`src/pkg/pte_pkg.sv`:
```
package pte_pkg;

  // bank size and bus widths
  localparam int NGEN      = 4;
  localparam int GI_W      = 2;
  localparam int ADDR_W    = 8;
  localparam int DATA_W    = 32;
  localparam int PAT_W     = 32;
  localparam int IDX_W     = 5;
  localparam int LOOP_W    = 16;
  localparam int DIV_SEL_W = 3;
  localparam int CNT_W     = 8;

  // global register offsets
  localparam logic [ADDR_W-1:0] REG_ENABLE = 8'h00;
  localparam logic [ADDR_W-1:0] REG_ENSET  = 8'h04;
  localparam logic [ADDR_W-1:0] REG_ENCLR  = 8'h08;
  localparam logic [ADDR_W-1:0] REG_START  = 8'h0c;
  localparam logic [ADDR_W-1:0] REG_STATUS = 8'h10;
  localparam logic [ADDR_W-1:0] REG_CLKSEL = 8'h14;
  localparam logic [ADDR_W-1:0] REG_PINSEL = 8'h18;

  // per-generator window: 8'h40 + 16*index + 4*sub
  localparam logic [1:0] GEN_REGION   = 2'h1;
  localparam int         ADDR_REG_LSB = 6;
  localparam int         ADDR_GEN_LSB = 4;
  localparam int         ADDR_SUB_LSB = 2;
  localparam logic [1:0] SUB_CFG      = 2'h0;
  localparam logic [1:0] SUB_PAT      = 2'h1;
  localparam logic [1:0] SUB_LOOPS    = 2'h2;
  localparam logic [1:0] SUB_CHAIN    = 2'h3;

  // field positions
  localparam int CFG_LEN_LSB  = 0;
  localparam int CFG_DIV_LSB  = 8;
  localparam int CFG_SQ_BIT   = 12;
  localparam int CFG_IDLE_BIT = 13;
  localparam int STAT_DONE_LSB = 4;

  // limits and special values
  localparam logic [IDX_W-1:0]  MIN_LEN_M1   = 5'h01;
  localparam logic [LOOP_W-1:0] LOOP_FOREVER = 16'h0000;
  localparam logic [CNT_W-1:0]  CNT_ONE      = 8'h01;

  typedef struct packed {
    logic                 idle;
    logic                 square;
    logic [DIV_SEL_W-1:0] divSel;
    logic [IDX_W-1:0]     lenM1;
  } pte_cfg_t;

  typedef struct packed {
    logic              running;
    logic [IDX_W-1:0]  idx;
    logic [LOOP_W-1:0] loopCnt;
  } pte_gen_t;

  // last bit index; square wave is a fixed two-bit pattern
  function automatic logic [IDX_W-1:0] effLenM1(pte_cfg_t c);
    if (c.square) return MIN_LEN_M1;
    return (c.lenM1 < MIN_LEN_M1) ? MIN_LEN_M1 : c.lenM1;
  endfunction : effLenM1

  function automatic logic patBit(pte_cfg_t c, logic [PAT_W-1:0] p,
                                  logic [IDX_W-1:0] idx);
    if (c.square) return (idx == '0);
    return p[idx];
  endfunction : patBit

  // divide by 2 << divSel, so 2, 4, 8 ... 256
  function automatic logic [CNT_W-1:0] divLimit(logic [DIV_SEL_W-1:0] s);
    logic [CNT_W:0] v;
    v = 9'h002 << s;
    return CNT_W'(v - 9'h001);
  endfunction : divLimit

  function automatic logic [DATA_W-1:0] cfgToWord(pte_cfg_t c);
    logic [DATA_W-1:0] w;
    w = '0;
    w[CFG_LEN_LSB +: IDX_W]     = c.lenM1;
    w[CFG_DIV_LSB +: DIV_SEL_W] = c.divSel;
    w[CFG_SQ_BIT]               = c.square;
    w[CFG_IDLE_BIT]             = c.idle;
    return w;
  endfunction : cfgToWord

  function automatic pte_cfg_t wordToCfg(logic [DATA_W-1:0] w);
    pte_cfg_t c;
    c.lenM1  = w[CFG_LEN_LSB +: IDX_W];
    c.divSel = w[CFG_DIV_LSB +: DIV_SEL_W];
    c.square = w[CFG_SQ_BIT];
    c.idle   = w[CFG_IDLE_BIT];
    return c;
  endfunction : wordToCfg

endpackage : pte_pkg

```
`src/rtl/pte_div.sv`:
```
`timescale 1ns/1ps
module pte_div
  import pte_pkg::*;
(
  // clock and reset
  input  wire logic                 mclk,
  input  wire logic                 reset_n,
  // rate control
  input  wire logic                 modTick,
  input  wire logic                 restart,
  input  wire logic [DIV_SEL_W-1:0] divSel,
  // bit rate enable
  output logic                      bitTick
);

  typedef struct packed {
    logic [CNT_W-1:0] cnt;
    logic             tick;
  } pte_div_t;

  pte_div_t st;
  pte_div_t next_st;

  // restart presets the phase so the first bit is as long as the rest
  always_comb begin
    next_st      = st;
    next_st.tick = 1'b0;
    if (restart) begin
      next_st.cnt = modTick ? CNT_ONE : '0;
    end else if (modTick) begin
      if (st.cnt >= divLimit(divSel)) begin
        next_st.cnt  = '0;
        next_st.tick = 1'b1;
      end else begin
        next_st.cnt = st.cnt + 1'b1;
      end
    end
  end

  always_ff @(posedge mclk or negedge reset_n) begin
    if (!reset_n) begin
      st <= '0;
    end else begin
      st <= next_st;
    end
  end

  assign bitTick = st.tick;
endmodule : pte_div

```
`src/rtl/pte_top.sv`:
```
// Summary of operation
// - square wave or 2..32 bit pattern
// - generators started together with the same divider setting change bits together
// - per-generator enable, set/clear registers, no banding
// - one write starts one or many generators
// - per-generator divider: 2, 4, 8 and up
// - module clock optionally from independent pin
// - single shot emits pattern once, stops
// - pattern repeats counted loops or forever
// - finished loop count restarts chosen generators
// - selected alternate function overrides gpio on pin
// - four generators, indexed zero to three
`timescale 1ns/1ps
module pte_top
  import pte_pkg::*;
(
  // clock and reset
  input  wire logic              mclk,
  input  wire logic              reset_n,
  // register port
  input  wire logic [ADDR_W-1:0] regAddr,
  input  wire logic [DATA_W-1:0] regWdata,
  input  wire logic              regWr,
  input  wire logic              regRd,
  output logic      [DATA_W-1:0] regRdata,
  // independent module clock pin
  input  wire logic              altClkPin,
  // ordinary gpio function of the four pins
  input  wire logic [NGEN-1:0]   gpioOut,
  input  wire logic [NGEN-1:0]   gpioOe,
  // pins
  output logic      [NGEN-1:0]   pinOut,
  output logic      [NGEN-1:0]   pinOe
);

  typedef struct packed {
    logic [NGEN-1:0]             en;
    logic [NGEN-1:0]             alt;
    logic [NGEN-1:0]             done;
    logic                        clkSel;
    logic                        sync1;
    logic                        sync2;
    logic                        sync3;
    pte_cfg_t [NGEN-1:0]         cfg;
    logic [NGEN-1:0][PAT_W-1:0]  pat;
    logic [NGEN-1:0][LOOP_W-1:0] loops;
    logic [NGEN-1:0][NGEN-1:0]   chain;
    pte_gen_t [NGEN-1:0]         gen;
    logic [NGEN-1:0]             pinOut;
    logic [NGEN-1:0]             pinOe;
    logic [DATA_W-1:0]           rdata;
  } pte_state_t;

  pte_state_t         st;
  pte_state_t         next_st;
  logic [NGEN-1:0]    bitTick;
  logic [NGEN-1:0]    finish;
  logic [NGEN-1:0]    start;
  logic [NGEN-1:0]    startReq;
  logic [NGEN-1:0]    chainReq;
  logic               modTick;
  logic               genHit;
  logic [GI_W-1:0]    gi;
  logic [1:0]         sub;

  // address split for the per-generator window
  assign genHit = (regAddr[ADDR_REG_LSB +: 2] == GEN_REGION);
  assign gi     = regAddr[ADDR_GEN_LSB +: GI_W];
  assign sub    = regAddr[ADDR_SUB_LSB +: 2];

  // one divider per generator keeps their rates apart
  for (genvar g = 0; g < NGEN; g++) begin : g_div
    pte_div u_div (
      .mclk    (mclk),
      .reset_n (reset_n),
      .modTick (modTick),
      .restart (start[g]),
      .divSel  (st.cfg[g].divSel),
      .bitTick (bitTick[g])
    );
  end

  // whole next state; bus writes first, then sequencing, then pins
  always_comb begin
    next_st  = st;
    startReq = '0;
    chainReq = '0;
    finish   = '0;
    start    = '0;

    // alt clock pin is synchronised; only sync2/sync3 are examined
    next_st.sync1 = altClkPin;
    next_st.sync2 = st.sync1;
    next_st.sync3 = st.sync2;
    modTick = st.clkSel ? (st.sync2 & ~st.sync3) : 1'b1;

    // register writes; set/clear words avoid read-modify-write races
    if (regWr) begin
      case (regAddr)
        REG_ENABLE: begin
          next_st.en = regWdata[NGEN-1:0];
        end
        REG_ENSET: begin
          next_st.en = st.en | regWdata[NGEN-1:0];
        end
        REG_ENCLR: begin
          next_st.en = st.en & ~regWdata[NGEN-1:0];
        end
        REG_START: begin
          startReq = regWdata[NGEN-1:0];
        end
        REG_CLKSEL: begin
          next_st.clkSel = regWdata[0];
        end
        REG_PINSEL: begin
          next_st.alt = regWdata[NGEN-1:0];
        end
        default: begin
          if (genHit) begin
            case (sub)
              SUB_CFG:   next_st.cfg[gi]   = wordToCfg(regWdata);
              SUB_PAT:   next_st.pat[gi]   = regWdata;
              SUB_LOOPS: next_st.loops[gi] = regWdata[LOOP_W-1:0];
              SUB_CHAIN: next_st.chain[gi] = regWdata[NGEN-1:0];
              default:   next_st.chain[gi] = st.chain[gi];
            endcase
          end
        end
      endcase
    end

    // a generator finishes on the tick that ends its last counted loop
    for (int i = 0; i < NGEN; i++) begin
      finish[i] = st.gen[i].running & bitTick[i]
                & (st.gen[i].idx >= effLenM1(st.cfg[i]))
                & (st.loops[i] != LOOP_FOREVER)
                & (st.gen[i].loopCnt + 1'b1 >= st.loops[i]);
      if (finish[i]) begin
        chainReq = chainReq | st.chain[i];
      end
    end

    // every start source lands in the same cycle, so groups align
    start = next_st.en
          & (startReq | (next_st.en & ~st.en) | chainReq);

    for (int i = 0; i < NGEN; i++) begin
      if (!next_st.en[i]) begin
        next_st.gen[i] = '0;
      end else if (start[i]) begin
        next_st.gen[i].running = 1'b1;
        next_st.gen[i].idx     = '0;
        next_st.gen[i].loopCnt = '0;
      end else if (st.gen[i].running && bitTick[i]) begin
        if (st.gen[i].idx >= effLenM1(st.cfg[i])) begin
          next_st.gen[i].idx = '0;
          if (finish[i]) begin
            next_st.gen[i].running = 1'b0;
          end else if (st.loops[i] != LOOP_FOREVER) begin
            next_st.gen[i].loopCnt = st.gen[i].loopCnt + 1'b1;
          end
        end else begin
          next_st.gen[i].idx = st.gen[i].idx + 1'b1;
        end
      end
      // hardware set wins over the clear made by a restart
      next_st.done[i] = finish[i] | (st.done[i] & ~start[i]);

      // pin mux; generator output supersedes gpio when selected
      if (next_st.alt[i]) begin
        next_st.pinOut[i] = next_st.gen[i].running
          ? patBit(next_st.cfg[i], next_st.pat[i], next_st.gen[i].idx)
          : next_st.cfg[i].idle;
        next_st.pinOe[i]  = 1'b1;
      end else begin
        next_st.pinOut[i] = gpioOut[i];
        next_st.pinOe[i]  = gpioOe[i];
      end
    end

    // read data stand only in the cycle after the strobe
    next_st.rdata = '0;
    if (regRd) begin
      case (regAddr)
        REG_ENABLE, REG_ENSET: next_st.rdata[NGEN-1:0] = st.en;
        REG_ENCLR:  next_st.rdata[NGEN-1:0] = st.en;
        REG_STATUS: begin
          for (int i = 0; i < NGEN; i++) begin
            next_st.rdata[i] = st.gen[i].running;
          end
          next_st.rdata[STAT_DONE_LSB +: NGEN] = st.done;
        end
        REG_CLKSEL: next_st.rdata[0] = st.clkSel;
        REG_PINSEL: next_st.rdata[NGEN-1:0] = st.alt;
        default: begin
          if (genHit) begin
            case (sub)
              SUB_CFG:   next_st.rdata = cfgToWord(st.cfg[gi]);
              SUB_PAT:   next_st.rdata = st.pat[gi];
              SUB_LOOPS: next_st.rdata[LOOP_W-1:0] = st.loops[gi];
              SUB_CHAIN: next_st.rdata[NGEN-1:0] = st.chain[gi];
              default:   next_st.rdata = '0;
            endcase
          end
        end
      endcase
    end
  end

  // single register stage for the whole block
  always_ff @(posedge mclk or negedge reset_n) begin
    if (!reset_n) begin
      st <= '0;
    end else begin
      st <= next_st;
    end
  end

  // outputs come straight from state flops
  assign regRdata = st.rdata;
  assign pinOut   = st.pinOut;
  assign pinOe    = st.pinOe;
endmodule : pte_top

```
`config.mk`:
```
export PLATFORM = sky130hd
export DESIGN_NAME = pte_top
export DESIGN_NICKNAME = d
export VERILOG_FILES = /design/src/pkg/pte_pkg.sv /design/src/rtl/pte_div.sv /design/src/rtl/pte_top.sv
export SDC_FILE = /design/constraint.sdc
export NUM_CORES = 1
export LEC_CHECK = 0
export BUFFER_PORTS_ARGS = -buffer_cell sky130_fd_sc_hd__buf_4
export CAP_MARGIN = 10
export CORE_UTILIZATION = 35
export CTS_CLUSTER_SIZE = 14
export DETAILED_ROUTE_END_ITERATION = 12
export GPL_ROUTABILITY_DRIVEN = 0
export GPL_TIMING_DRIVEN = 1
export HOLD_SLACK_MARGIN = 0.15
export RECOVER_POWER = 50
export SLEW_MARGIN = 15
export SYNTH_ARGS = -nofsm -noshare
export SYNTH_HDL_FRONTEND = slang
export SYNTH_HIERARCHICAL = 1
export SYNTH_SLANG_ARGS = --single-unit
export TNS_END_PERCENT = 100
```
`constraint.sdc`:
```
create_clock -name mclk -period 6.3 [get_ports mclk]
set_clock_uncertainty 0.2 [all_clocks]
set_input_delay 0.315 -clock mclk [delete_from_list [all_inputs] [get_ports mclk]]
set_output_delay 0.315 -clock mclk [all_outputs]
set_load 0.01 [all_outputs]
```
## After elaboration in Yosys (flattened, before gate mapping)

Index checks and enable logic that the tools add are counted.

| storage, ports and cells | value |
|---|---|
| output and inout port bits | 40 |
| bits in registers | 428 |

| cells by class | value |
|---|---|
| shifts and indexed selects | 4 |
| mux-type cells | 183 |
| $lt $le $gt $ge | 26 |
| reduce and logical (&&, ||, !) cells | 31 |
| equal/unequal tests | 26 |
| $add $sub $neg | 16 |
| bitwise logic cells | 42 |

Operator list:

| cell | number |
|---|---|
| 2-to-1 mux 248 bit | 3 |
| 2-to-1 mux 22 bit | 12 |
| 2-to-1 mux 16 bit | 16 |
| 2-to-1 mux 5 bit | 32 |
| bitwise mux 128 bit | 1 |
| 2-to-1 mux 128 bit | 1 |
| 2-to-1 mux 32 bit | 4 |
| 2-to-1 mux 8 bit | 9 |
| 2-to-1 mux 1 bit | 66 |
| adder 16 x 1 -> 16 bit (second input constant) | 4 |
| binary-select mux 32 bit (select 2 bit) | 1 |
| bitwise mux 64 bit | 1 |
| demux 32 bit (select 2 bit) | 1 |
| >= comparator 16 bit | 4 |
| 2-to-1 mux 64 bit | 1 |
| nonzero test 16 bit | 4 |
| bitwise mux 40 bit | 1 |
| >= comparator 5 bit | 8 |
| 2-to-1 mux 40 bit | 1 |
| 2-to-1 mux 4 bit | 9 |
| 2-to-1 mux 9 bit | 4 |
| inequality test 3 x 1 -> 1 bit (second input constant) | 12 |
| one-hot mux 12 bit (3 select lines) | 1 |
| adder 8 x 1 -> 8 bit (second input constant) | 4 |
| 45 further kinds | 128 |

## Longest topological paths before layout

| logic depth | value |
|---|---|
| word-level depth | 32 |
| mapped depth | 24 |
| gate-level depth less buffers | 22 |

## Modules after synthesis

Netlist, hierarchy kept.

By module, submodules not included:

| module | sequential area each (µm²) | area each (µm²) | times used | cells each |
|---|---|---|---|---|
| pte_top | 9,809.4 | 22,394.0 | 1 | 2,060 |
| pte_div | 225.2 | 718.2 | 4 | 79 |

## Least setup slack after synthesis

No wires, ideal clock.

| timing | value |
|---|---|
| path kind | reg-to-reg |
| start point | reg st[64] in the netlist's numbering |
| end point | reg st (netlist bit pinOut[0]) |
| path buffers | 1 |
| clock period less this slack | 5,216 ps |
| setup time | 124 ps |
| data arrival time | 4,892 ps |
| data required time | 5,976 ps |
| slack | 1,084 ps |
| stages on the path, launching flop included | 22 |
| cell sequence | dfrtp_1 nand3_1 nor2_1 and3_1 and3_1 nand3_1 nor2_1 nand3_1 xnor2_1 ha_1 nand4_1 or3_1 nor3_1 or4_4 buf_6 a32o_2 nor4_4 mux2_2 a22oi_1 a211oi_2 o21a_1 a211o_1 |

RTL lines:

| item | line | text |
|---|---|---|
| start, declared | pte_top.sv:54 | `pte_state_t st;` |
| start signal, assigned | pte_top.sv:215 | `st <= next_st;` |

==> Implementation_results.wiki <==
{| class="wikitable"
! Metric !! Value
|-
| Critical Path Most Common Cell || nand3_1
|-
| Combinational group share of total power || 0.204
|-
| Post-detailed-placement half-perimeter wirelength || 56500 um
|-
| Number of setup violations in the final report || 0
|-
| Proportion of synthesized chip area in sequential cells || 0.424
|-
| Prevailing post-synth register cell || dfrtp_1
|-
| Net count reported at finish || 2648
|-
| Tightest hold margin || 150 ps
|-
| Fin. max-slew vios || 105
|-
| Slew margin rel. || -2.28
|-
| Htree depth || 2
|-
| Initial DRC Count || 1856
|-
| Num ports || 93
|-
| Final Routed Wirelength || 76300 um
|-
| Cell Chain, Critical Path || nand3_1 > nor2_1 > and3_1 > and3_1 > nand3_1 > nor2_1 > nand3_1 > xnor2_1 > ha_1 > nand2_1 > nor4_1 > or4b_1 > nand3_1 > buf_4 > a32oi_1 > and4_1 > nand3_1 > inv_1 > or4_1 > o211a_1 > o31ai_2
|-
| Fraction of final layout cells with drive strength greater than 1 || 0.198
|-
| Hold Path Origin || next_st[377]
|-
| Die X-Extent || 271 um
|-
| Arrival time at the worst endpoint || 6090 ps
|-
| Crit. Startpoint || st[86]
|-
| Highest clock frequency the design can meet || 173 MHz
|-
| WL/cell || 22.1 um
|-
| Synthesis warning total || 6
|-
| Power per standard cell area || 278 mW/mm2
|-
| Power share of the sequential group || 0.423
|-
| Cell area after technology mapping || 0.0253 mm2
|-
| Post-route clock period utilization || 0.917
|-
| Internal power summed over all cells || 0.00557 W
|-
| Number of vias in the routed layout || 19200
|-
| Critical Setup Path Class || flop to flop
|-
| Number of inserted filler cells in the final layout || 6835
|-
| Core region area || 0.0715 mm2
|-
| Vias/cell || 5.56
|-
| Max-capacitance violation count || 1
|-
| Cell family with the largest share of critical-path delay || simple AND/OR/NAND/NOR gates
|-
| GRT Util Overall || 0.209
|-
| Initial standard-cell utilization of the core || 0.353
|-
| Antenna violations before repair || 3
|-
| Iteration count of the initial detailed-routing pass || 12
|-
| Crit-path max FO || 7
|-
| Slew of the pin with the lowest slew margin || 4930 ps
|-
| Syn Inst Count || 2376
|-
| Clock insertion delay at the later pin of the skew report || 630 ps
|-
| Max stage delay on crit path || 520 ps
|-
| Cell types with the highest counts after synthesis || dfrtp_1 (428), mux2_2 (212), nand2_1 (185), nor2_1 (172), ha_1 (128)
|-
| Aggregate global routing overflow || 0
|-
| Result of the run || finished with violations
|-
| Count of input and output buffers || 92
|-
| Post-layout minimum cycle time || 5780 ps
|-
| Final count of hold timing violations || 0
|-
| Leading post-synthesis cells by cell area || dfrtp_1 (42%), mux2_2 (9.4%), ha_1 (6.3%)
|-
| Cell with the most instances after synthesis || dfrtp_1
|-
| Share of Yosys cell area claimed by the top area cell type || 0.424
|-
| Diodes inserted || 0
|-
| TritonCTS clock tree || yes
|-
| Synthesized area divided by synthesized cell count || 10.6 um2
|-
| Clock sink count || 428
|-
| DRT antenna net count || 0
|-
| Leakage power summed over all cells || 13.0 nW
|-
| Setup TNS || 0 ps
|-
| Setup repair after global routing missed its margin || false
|-
| Top cell type by total area after synthesis || dfrtp_1
|-
| Seq cells post-synth || 428
|-
| Worst min path class || flop to flop
|-
| Critical path capture point type || flop
|-
| Kind of start point of the critical path || flop
|-
| Number of global-route vias before repair || 19400
|-
| Buf+Inv Stages, Crit Path || 2
|-
| Violated checks || capacitance limit, slew limit
|-
| Clock Pin Slew Worst Setup and Hold Paths || 60 ps
|-
| Unique cell type count in the Yosys netlist || 92
|-
| Crit-path slowest cell || or4_1
|-
| CTS Root Buffer Type || clkbuf_16
|-
| Crit Reg-Reg Startpoint || st[86]
|-
| Number of synthesized flops with an enable pin || 0
|-
| Switching share of total power || 0.304
|-
| Post-synth ARST share || 1.00
|-
| Net switching power of the design || 0.00243 W
|-
| Maximum number of pins on one net before global-route repair || 183
|-
| Crit path required time || 6620 ps
|-
| Clock buffers created by TritonCTS || 48
|-
| DRC violations left || 0
|-
| Post-synthesis net count || 2557
|-
| Worst supply voltage drop on vdd || 0.235 mV
|-
| Total Die Area || 0.0733 mm2
|-
| Rows || 98
|-
| Post-synthesis to final-layout area growth || 13.8%
|-
| Buffer levels on the longest clock path || 3
|-
| Floorplan die height || 271 um
|-
| Post CTS Setup Buffer Count || 0
|-
| Proportion of power drawn by the clock network || 0.373
|-
| Global-route wire length before repair || 118000 um
|}
## cell usage in the layout, fill, tap and decap left out, types with 8 or more instances in the layout
cell type / n
ha_1: 128
o22ai_1: 21
a21oi_1: 91
dlygate4sd3_1: 51
xnor2_1: 50
and2_1: 11
clkbuf_1: 49
clkbuf_8: 9
mux2_2: 212
a21o_1: 25
or3_1: 25
nor4_1: 22
a22oi_1: 11
nand2_1: 185
buf_4: 82
nor2b_1: 30
nor3_1: 34
dfrtp_1: 428
clkinv_2: 9
o21a_1: 14
xor2_1: 72
nor2_1: 169
inv_1: 118
nand4_1: 29
and3_1: 41
mux4_2: 66
a22o_1: 8
nand2b_1: 43
mux2i_1: 56
clkbuf_16: 48
nand3_1: 59
nor3b_1: 16
o21ai_0: 113
## worst reg2reg max path, delay by kind of cell (launching register included)
kind,cells,cell delay (ps)
flops,1,420
buf+inv,2,320
compound gates,3,530
xor+xnor,1,140
simple gates,14,3790
fa+ha+maj,1,300
## layer usage
metal | part of all wire | wire, um | global-route usage | vias up
li1 | - | - | - | 8717
met1 | 0.43 | 32800 | 0.283 | 9631
met2 | 0.46 | 35100 | 0.335 | 743
met3 | 0.083 | 6300 | 0.0453 | 127
met4 | 0.028 | 2120 | 0.0604 | 0
met5 | 0 | 0 | 0 | -
## power by group through the flow
stage	registers [W]	logic (W)	clock network, W
floorplan	0.00327	0.00119	0
global placement	0.00339	0.00155	0
detailed placement	0.00341	0.00161	0
CTS	0.00336	0.00164	0.00304
global route	0.00341	0.00181	0.00316
finish	0.00338	0.00163	0.00298
## layout make-up
class | instances | area, um2 | share of cell area
inverter | 120 | 450 | 0.0157
multi-input combinational | 1691 | 13400 | 0.466
sequential | 428 | 10700 | 0.372
clock buffer | 66 | 1360 | 0.0473
timing repair buffer | 178 | 1330 | 0.0461
clock inverter | 21 | 318 | 0.0111
tap | 950 | 1190 | 0.0413
## final timing paths
check | end | slack, ps | cells past startpoint
min in group asynchronous | regRdata[17] | 1950 | 2
hold reg to reg | next_st[376] | 150 | 0
hold / removal | next_st[376] | 150 | 0
max in group asynchronous | st[287] | 960 | 3
setup / recovery | pinOut[2] | 520 | 21
setup reg to reg | pinOut[2] | 520 | 21
## metrics by stage
stage / instance area, um2 / worst slack (ps) / total power [W] / instances / utilization
after detailed placement: 26700 / 600 / 0.00502 / 3316 / 0.374
final: 28800 / 523 / 0.00800 / 3454 / 0.402
after global placement: 26700 / 819 / 0.00494 / 3316 / 0.374
after CTS: 28900 / 581 / 0.00805 / 3454 / 0.405
after floorplan: 25300 / 1080 / 0.00446 / 2376 / -
after global routing: 28800 / 111 / 0.00838 / 3454 / 0.402
## cell families after synthesis
logic type | count (synthesis) | share of synthesized area
AO/OA/AOI/OAI | 396 | 0.106
XOR/XNOR | 122 | 0.0423
adder cells (fa/ha/maj) | 128 | 0.0634
buffers and inverters | 257 | 0.0464
flip-flops | 428 | 0.424
multiplexers | 334 | 0.175
AND/OR/NAND/NOR | 711 | 0.143
## timing repair
action | in CTS | in global routing
resized for setup | 0 | 0
endpoints found under the hold margin | 377 | 0
hold buffers | 51 | 0
(Power assumes the default switching activity.)
